### config.mk
export PLATFORM = sky130hd
export DESIGN_NAME = lpar_readout
export DESIGN_NICKNAME = d
export VERILOG_FILES = /design/src/lpar_pkg.sv /design/src/lpar_fifo.sv /design/src/lpar_readout.sv
export SDC_FILE = /design/constraint.sdc
export NUM_CORES = 1
export LEC_CHECK = 0
export BUFFER_PORTS_ARGS = -buffer_cell sky130_fd_sc_hd__buf_2
export CORE_MARGIN = 10
export CORE_UTILIZATION = 60
export DETAILED_ROUTE_END_ITERATION = 12
export PLACE_DENSITY = 0.79
export RECOVER_POWER = 100
export SYNTH_ARGS = -nofsm -noshare
export SYNTH_HDL_FRONTEND = slang
export SYNTH_SLANG_ARGS = --single-unit
### constraint.sdc
create_clock -name mclk -period 6.15 [get_ports mclk]
set_input_delay 1.23 -clock mclk [delete_from_list [all_inputs] [get_ports mclk]]
set_output_delay 1.23 -clock mclk [all_outputs]
set_load 0.05 [all_outputs]
### src/lpar_pkg.sv
// constants, types and states of the linear pixel array readout sequencer
// assumes a single 250 MHz system clock and a sensor clock pin sampled on it
// What this block does
// - a 128-stage token shift register, advanced by the sensor clock, sequences the pixels
// - a readout starts when scan start is high at a sensor clock rising edge
// - sample hold is raised from the rising edge of scan start
// - raising sample hold isolates all 128 samples; the capturing sensor clock edge starts integrator reset
// - each clock the token presents the next pixel on the analog output
// - integrators stay in reset for the first 18 clocks of a readout
// - new integration starts on clock 19 while pixel output continues
// - the 129th rising edge shifts the token out and floats the output
// - outside the pixel output phase the analog output floats
package lpar_pkg;

  localparam int unsigned NUM_PIXELS   = 128;
  localparam int unsigned SAMPLE_W     = 8;
  localparam int unsigned FIFO_DEPTH   = 8;
  localparam logic [7:0]  RESET_CLOCKS = 8'h12;
  localparam logic [7:0]  LAST_PIXEL   = 8'h80;
  localparam logic [7:0]  COUNT_RESET  = 8'h00;
  localparam int unsigned CTD_US       = 20;
  localparam int unsigned MCLK_MHZ     = 250;
  localparam int unsigned CTD_CYCLES   = CTD_US * MCLK_MHZ;
  localparam int unsigned GAP_W        = 13;

  typedef struct packed {
    logic [6:0]          index;
    logic [SAMPLE_W-1:0] level;
  } lpar_pixel_s;

  typedef enum logic [1:0] {
    LPAR_IDLE  = 2'b00,
    LPAR_RESET = 2'b01,
    LPAR_INTEG = 2'b11
  } lpar_state_e;

endpackage : lpar_pkg

### src/lpar_fifo.sv
// small flip-flop fifo carrying pixel samples toward the reader
// assumes a power-of-two depth so the pointers wrap on their own
`timescale 1ns/10ps
module lpar_fifo
  import lpar_pkg::*;
#(
  parameter int unsigned W     = 8,
  parameter int unsigned DEPTH = 8
) (
  input  wire logic         mclk,
  input  wire logic         rst,
  input  wire logic         in_valid,
  output logic              in_ready,
  input  wire logic [W-1:0] in_data,
  output logic              out_valid,
  input  wire logic         out_ready,
  output logic [W-1:0]      out_data
);

  localparam int unsigned AW = $clog2(DEPTH);

  logic [W-1:0]  mem [DEPTH];
  logic [AW-1:0] wr_ptr;
  logic [AW-1:0] rd_ptr;
  logic [AW:0]   fill;

  wire push = in_valid & in_ready;
  wire pop  = out_valid & out_ready;

  assign in_ready  = fill != (AW+1)'(DEPTH);
  assign out_valid = fill != '0;
  assign out_data  = mem[rd_ptr];

  always_ff @(posedge mclk) begin
    if (push) begin
      mem[wr_ptr] <= in_data;
    end
  end

  always_ff @(posedge mclk) begin
    if (rst) begin
      wr_ptr <= '0;
      rd_ptr <= '0;
      fill   <= '0;
    end else begin
      wr_ptr <= wr_ptr + AW'(push);
      rd_ptr <= rd_ptr + AW'(pop);
      fill   <= fill + (AW+1)'(push) - (AW+1)'(pop);
    end
  end

endmodule : lpar_fifo

### src/lpar_readout.sv
// readout sequencer: start capture, sample hold, integrator reset, token shift
// assumes scan_start and sensor_clk are pins from another domain, sampled on mclk
`timescale 1ns/10ps
module lpar_readout
  import lpar_pkg::*;
#(
  parameter int unsigned CTD_LIMIT = CTD_CYCLES
) (
  input  wire logic                mclk,
  input  wire logic                rst,
  input  wire logic                scan_start,
  input  wire logic                sensor_clk,
  input  wire logic [SAMPLE_W-1:0] pixel_level,
  output logic [6:0]               pixel_select,
  output logic                     sample_hold,
  output logic                     integ_reset,
  output logic                     integ_run,
  output logic                     pixel_analog_out_en,
  output logic                     busy,
  output logic                     out_valid,
  input  wire logic                out_ready,
  output lpar_pixel_s              out_pixel,
  output logic                     overrun,
  output logic                     start_early
);

  logic                  si_meta;
  logic                  si_sync;
  logic                  si_prev;
  logic                  ck_meta;
  logic                  ck_sync;
  logic                  ck_prev;
  logic [NUM_PIXELS-1:0] token;
  logic [7:0]            clk_count;
  lpar_state_e           state;
  lpar_state_e           next_state;
  logic                  push_pending;
  logic [GAP_W-1:0]      gap_count;
  logic                  fifo_ready;
  lpar_pixel_s           push_word;

  // both pins see the same two-stage delay, so their relative timing is kept
  always_ff @(posedge mclk) begin
    if (rst) begin
      si_meta <= 1'b0;
      si_sync <= 1'b0;
      si_prev <= 1'b0;
      ck_meta <= 1'b0;
      ck_sync <= 1'b0;
      ck_prev <= 1'b0;
    end else begin
      si_meta <= scan_start;
      si_sync <= si_meta;
      si_prev <= si_sync;
      ck_meta <= sensor_clk;
      ck_sync <= ck_meta;
      ck_prev <= ck_sync;
    end
  end

  wire ck_rise    = ck_sync & ~ck_prev;
  wire si_rise    = si_sync & ~si_prev;
  wire active     = state != LPAR_IDLE;
  wire capture    = ck_rise & si_sync & ~active;
  wire last_edge  = ck_rise & active & (clk_count == LAST_PIXEL);
  wire reset_done = ck_rise & (state == LPAR_RESET) & (clk_count == RESET_CLOCKS);
  wire gap_short  = gap_count < GAP_W'(CTD_LIMIT);

  always_comb begin
    next_state = state;
    case (state)
      LPAR_IDLE:  if (capture) next_state = LPAR_RESET;
      LPAR_RESET: if (reset_done) next_state = LPAR_INTEG;
      LPAR_INTEG: if (last_edge) next_state = LPAR_IDLE;
      default:    next_state = LPAR_IDLE;
    endcase
  end

  // token enters stage 0 on the capture edge and walks one stage per edge
  always_ff @(posedge mclk) begin
    if (rst) begin
      token <= '0;
    end else if (ck_rise) begin
      token <= {token[NUM_PIXELS-2:0], capture};
    end
  end

  always_ff @(posedge mclk) begin
    if (rst) begin
      state     <= LPAR_IDLE;
      clk_count <= COUNT_RESET;
    end else begin
      state <= next_state;
      if (capture) begin
        clk_count <= 8'h01;
      end else if (last_edge) begin
        clk_count <= COUNT_RESET;
      end else if (ck_rise && active) begin
        clk_count <= clk_count + 8'h01;
      end
    end
  end

  // hold goes up from the start edge itself and drops once the token leaves
  always_ff @(posedge mclk) begin
    if (rst) begin
      sample_hold <= 1'b0;
    end else if (si_rise && !active) begin
      sample_hold <= 1'b1;
    end else if (last_edge) begin
      sample_hold <= 1'b0;
    end
  end

  assign integ_reset         = state == LPAR_RESET;
  assign integ_run           = ~integ_reset;
  assign pixel_analog_out_en = |token;
  assign busy                = active;

  always_ff @(posedge mclk) begin
    if (rst) begin
      pixel_select <= 7'h00;
    end else if (capture) begin
      pixel_select <= 7'h00;
    end else if (ck_rise && active && !last_edge) begin
      pixel_select <= pixel_select + 7'h01;
    end
  end

  // the level is taken one cycle after the index moves, so the front end has settled
  always_ff @(posedge mclk) begin
    if (rst) begin
      push_pending <= 1'b0;
    end else begin
      push_pending <= ck_rise & (capture | (active & ~last_edge));
    end
  end

  assign push_word = '{index: pixel_select, level: pixel_level};

  lpar_fifo #(
    .W     ($bits(lpar_pixel_s)),
    .DEPTH (FIFO_DEPTH)
  ) u_fifo (
    .mclk      (mclk),
    .rst       (rst),
    .in_valid  (push_pending),
    .in_ready  (fifo_ready),
    .in_data   (push_word),
    .out_valid (out_valid),
    .out_ready (out_ready),
    .out_data  (out_pixel)
  );

  // the sensor clock cannot be stalled, so a full fifo loses the pixel and flags it
  always_ff @(posedge mclk) begin
    if (rst) begin
      overrun <= 1'b0;
    end else if (push_pending && !fifo_ready) begin
      overrun <= 1'b1;
    end else if (capture) begin
      overrun <= 1'b0;
    end
  end

  // warns of a start inside the charge transfer delay; the start is still taken
  always_ff @(posedge mclk) begin
    if (rst) begin
      gap_count   <= GAP_W'(CTD_LIMIT);
      start_early <= 1'b0;
    end else begin
      if (last_edge) begin
        gap_count <= '0;
      end else if (gap_short && !active) begin
        gap_count <= gap_count + 1'b1;
      end
      if (capture) begin
        start_early <= gap_short;
      end
    end
  end

  token_onehot_a: assert property (@(posedge mclk) disable iff (rst)
    $onehot0(token) && (active || token == '0))
    else $error("token register holds more than one bit");

  start_capture_a: assert property (@(posedge mclk) disable iff (rst)
    capture |=> token[0] && clk_count == 8'h01 && integ_reset)
    else $error("start not captured on the sensor clock edge");

  hold_on_rise_a: assert property (@(posedge mclk) disable iff (rst)
    (si_rise && !active) |=> sample_hold)
    else $error("sample hold missing after scan start rise");

  hold_reset_a: assert property (@(posedge mclk) disable iff (rst)
    $rose(integ_reset) |-> sample_hold)
    else $error("integrator reset began without sample hold");

  output_seq_a: assert property (@(posedge mclk) disable iff (rst)
    (ck_rise && active && !last_edge) |=> pixel_select == $past(pixel_select) + 7'h01)
    else $error("pixel index did not step with the clock");

  reset_len_a: assert property (@(posedge mclk) disable iff (rst)
    integ_reset |-> clk_count >= 8'h01 && clk_count <= RESET_CLOCKS)
    else $error("integrator reset outside clocks 1 to 18");

  integ_start_a: assert property (@(posedge mclk) disable iff (rst)
    reset_done |=> integ_run && pixel_analog_out_en && clk_count == RESET_CLOCKS + 8'h01)
    else $error("integration did not start on clock 19");

  end_edge_a: assert property (@(posedge mclk) disable iff (rst)
    last_edge |=> token == '0 && !pixel_analog_out_en && !sample_hold && !busy)
    else $error("token not cleared on the 129th edge");

  hiz_idle_a: assert property (@(posedge mclk) disable iff (rst)
    !active |-> !pixel_analog_out_en)
    else $error("analog output driven outside the output phase");

  full_cycle_c: cover property (@(posedge mclk) disable iff (rst) last_edge);
  fifo_full_c: cover property (@(posedge mclk) disable iff (rst) !fifo_ready);
  early_start_c: cover property (@(posedge mclk) disable iff (rst) capture && gap_short);

endmodule : lpar_readout

# After elaboration in Yosys (flattened, before gate mapping)

Memory sizes are Yosys's and may differ from the RTL's. A register that Yosys moved wholly into a read port is not among the register bits.
Cells that the tools add are included.
Widths: inputs -> output; s select.

Memories kept: 1
Output and inout port bits: 30
Bits in writable memories: 120
Input port bits: 13
Register bits after elaboration: 178

Memories:

| memory     | words | width | read ports | clocked after Yosys merged registers in | wr ports | RTL line        | text |
|---|---|---|---|---|---|---|---|
| u_fifo.mem | 8     | 15    | 1          | 1                                       | 1        | lpar_fifo.sv:22 | `logic [W-1:0] mem [DEPTH];` |

Equal/unequal tests: 8
Reductions and logical operators: 20
Bitwise gates (word level): 18
Magnitude comparators: 1
Add/sub/neg operators: 7
Multiplexer cells: 16

Operators with widths:

| kind                  | number |
|---|---|
| $reduce_or 128->1     | 1 |
| $mux 13               | 2 |
| $add 13x1->13 const B | 1 |
| $lt 13x13->1 const B  | 1 |
| $and 1x1->1           | 12 |
| $mux 1                | 9 |
| $add 8x1->8 const B   | 1 |
| $eq 8x5->1 const B    | 1 |
| $eq 8x8->1 const B    | 1 |
| $reduce_bool 2->1     | 4 |
| $add 7x1->7 const B   | 1 |
| $add 3x1->3           | 2 |
| $mux 2                | 3 |
| $pmux 2 s3            | 1 |
| $logic_and 1x1->1     | 5 |
| $not 1->1             | 5 |
| $add 4x1->4           | 1 |
| $ne 2x2->1 const B    | 2 |
| $ne 4x4->1 const B    | 1 |
| $reduce_bool 4->1     | 1 |
| $reduce_or 2->1       | 2 |
| $sub 4x1->4           | 1 |
| $logic_not 1->1       | 3 |
| $mux 3                | 1 |
| 8 further kinds       | 8 |

# Longest topological paths before layout

Depth in word-level cells: 8
Gate-level depth with buffers: 11

# By module

Synthesis repeated with hierarchy kept, for this count alone.

Cells, all modules: 1042
Area, all modules: 11611.1 sq um

By module, submodules not included:

| module       | cells each | area an instance (sq um) | instances |
|---|---|---|---|
| lpar_readout | 804        | 6427.4                   | 1 |
| lpar_fifo    | 238        | 5183.7                   | 1 |

# Worst setup path before layout

OpenSTA, ideal clock, no wires.

Path type: register to output
Start: register, netlist name u_fifo.rd_ptr[0]
End: output port out_pixel[0] (netlist bit)
Cell stages (with the launch flop): 4
Slack: 3380 ps
Arrival: 1540 ps
Cells stage by stage: dfxtp_1 > buf_2 > mux4_2 > mux2_2

RTL lines:

| what      | RTL line           | text |
|---|---|---|
| to (decl) | lpar_readout.sv:22 | `output lpar_pixel_s out_pixel,` |

==> reports/qor.yml <==
routing:
  vias: 7566
  drc_errors: 0
  firstDrtPassIters: 5
  antenna_left: 0
  drtIter0Drc: 601
  post_drt_via_cell_ratio: 5.73
  wl_per_cell_um: 16.6
  routed_wirelength_mm: 21.9
critical_path:
  worstPathRequired_ns: 4.92
  r2r_end: "u_fifo.mem[0][2]"
  worst-setup-path-type: "flip-flop to primary output"
  reg2reg_depth: 5
  reg2reg_from: "u_fifo.fill[2]"
  end_kind: "primary output"
  worstPathMaxFanout: 31
  cp_data_arrival_time_ns: 3.54
  rrSetupSlack_ns: 2.53
  start_kind: "flip-flop"
global_route:
  gr-total-overflow: 0
  grt_pass1_vias: 6904
  grt_pass1_wl_mm: 35.9
  grt_max_degree: 109
  antenna_found_initial: 0
  gr-usage-all-layers_pct: 17.5
finish:
  insertedDiodeCount: 0
  fin_cells: 1320
  nets: 1092
  drive_gt1_share_pct: 10.3
  areaGrowthSynthToFinish_pct: 11.6
synth:
  synth_ff_type: "dfxtp_1"
  synthTopCellsByCount: "nand2_1, dfxtp_1, a21oi_1, edfxtp_1, clkbuf_1"
  synth_top_family_by_area: "simple AND/OR/NAND/NOR gates"
  synth_top_area_share_pct: 31.5
  avgSynthCellArea_um2: 11.0
  synth_edf_count: 120
  ys_seq_area_share_pct: 62.6
  synth-simple-area-share_pct: 16.0
  synthTopCellsByArea: "edfxtp_1, dfxtp_1, nand2_1"
  synth_compound_area_share_pct: 8.45
  syn_area_mm2: 0.0115
  syn_nets: 1066
  synth_adder_area_share_pct: 1.81
  synth_cell_types: 49
  synth_xor_area_share_pct: 0.918
  synth_largest_area_cell: "edfxtp_1"
  yosys_warnings: 0
  async_flop_share_pct: 0
  ys_ff_latch: 298
  synthCells: 1037
  muxShareOfSynthArea_pct: 7.55
  synth_most_common_cell: "nand2_1"
placement:
  place_hpwl_mm: 12.3
  finalWeightedCongestion: 0.812
  dp.cells: 1266
  port_buffers: 42
sta:
  hold_viol_final: 0
  fmax_mhz: 210
  slew_violations: 203
  slew_headroom_pct: -83.9
  fin_crit_ns: 4.77
  period_share_pct: 77.5
  fin_skew_ns: 0.0111
  finalSetupTns_ns: 0
  rsz0062_at_grt: "no"
  worstMarginPinSlew_ns: 2.76
  finalSetupViolations: 0
cts:
  clk_path_buf_depth: 3
  cts.sinks: 298
  insertion_delay_ns: 0.54
  cts-root-buf: "clkbuf_16"
  cts_tree: "done"
  cts_max_level: 1
  postCtsSetupBuffers: 0
  hold_buffers: 0
  numCtsBuffers: 29
  cts_resized: 0
  path_clk_slew_ns: 0.06
floorplanning:
  core_mm2: 0.0188
  rows: 50
  dieWidth_um: 158
  fp.dieH_um: 158
  die-area_mm2: 0.0250
  start_util_pct: 61.0
  io_pins: 43
job:
  maxCapViolations: 4
min_path:
  min_path_cells: 1
  holdCritStartpoint: "ck_meta"
  hold_end: "ck_sync"
  min_path_type: "flip-flop to flip-flop"
power_and_ir_drop:
  leakage_uw: 0.00409
  vdd.ir_drop.worst_mv: 0.225
  p_per_area_mw_per_mm2: 361
run_status:
  outcome: "finished with violations"
  violations: "max-capacitance violations, max-slew violations"
==> report_power, final <==
| group | total [µW] | internal (µW) | switching [µW] |
|---|---|---|---|
| combinational | 583 | 246 | 337 |
| sequential | 2130 | 2070 | 67.8 |
| clock | 1900 | 1160 | 741 |
| total | 4610 | 3470 | 1150 |
==> how the worst max path moves through the flow <==
stage | slack [ns] | start | cells after the start | to
2_1_floorplan | 3.38 | u_fifo.rd_ptr[0] | 3 | out_pixel[0]
5_1_grt | 1.05 | u_fifo.rd_ptr[0] | 3 | out_pixel[8]
3_5_place_dp | 2.70 | u_fifo.rd_ptr[0] | 3 | out_pixel[2]
6_report | 1.38 | u_fifo.rd_ptr[0] | 3 | out_pixel[2]
3_3_place_gp | 2.78 | u_fifo.rd_ptr[0] | 3 | out_pixel[2]
4_1_cts | 2.09 | u_fifo.rd_ptr[0] | 3 | out_pixel[8]
==> layer usage <==
layer  routed length [µm]  vias to the layer above  track usage, %
met5                    0                        -               0
met4                  313                        0            4.10
met3                  937                       23            2.58
met2                11100                      150            29.6
met1                 9620                     3642            23.2
li1                     -                     3751               -
==> metrics by stage <==
stage	hold WS (ns)	util (%)	setup WS [ns]	power [µW]	area, µm²
after CTS	0.441	68.6	2.09	4660	12900
final	0.434	68.1	1.38	4610	12800
after floorplan	0.414	-	3.38	2660	11500
after global placement	0.424	63.1	2.78	2750	11800
after global routing	0.456	68.1	1.05	4790	12800
after detailed placement	0.427	63.1	2.70	2770	11800
==> critical path: stages (launching register included) <==
cell	delay [ns]
dfxtp_1	1.69
mux4_2	0.68
mux2_2	0.30
clkbuf_1	0.30
==> flip-flops by register name (all words and copies together) (netlist names), 2 cells and up <==
| register | cells |
|---|---|
| gap_count | 13 |
| state | 2 |
| u_fifo.rd_ptr | 3 |
| pixel_select | 7 |
| u_fifo.wr_ptr | 3 |
| u_fifo.mem | 120 |
| clk_count | 8 |
| u_fifo.fill | 4 |
| token | 128 |
==> logic make-up (layout without fill, tap and decap cells) <==
| logic type | count (synthesis) | count (layout) |
|---|---|---|
| AO/OA/AOI/OAI | 178 | 178 |
| XOR/XNOR | 12 | 12 |
| adder cells (fa/ha/maj) | 16 | 16 |
| buffers and inverters | 79 | 128 |
| flip-flops | 298 | 298 |
| multiplexers | 47 | 47 |
| AND/OR/NAND/NOR | 407 | 407 |
==> cells in the final DEF (no fill, tap or decap), drive strengths merged, types with 12 or more instances in the layout <==
cell type | Yosys | final
nand2 | 271 | 271
dfxtp | 178 | 178
nand4 | 15 | 15
mux4 | 30 | 30
nand3 | 13 | 13
ha | 15 | 15
nor2b | 12 | 12
edfxtp | 120 | 120
nor2 | 26 | 26
clkbuf | 48 | 80
nor4 | 40 | 40
mux2 | 15 | 15
inv | 20 | 22
a21oi | 143 | 143
==> layout make-up <==
| cell class | instances | area, µm² |
|---|---|---|
| Clock buffer | 34 | 774 |
| Clock inverter | 20 | 264 |
| Fill cell | 1361 | 5980 |
| Inverter | 20 | 75.1 |
| Multi-Input combinational cell | 660 | 3990 |
| Sequential cell | 298 | 7170 |
| Tap cell | 234 | 293 |
| Timing Repair Buffer | 54 | 224 |
(Power assumes the default switching activity.)
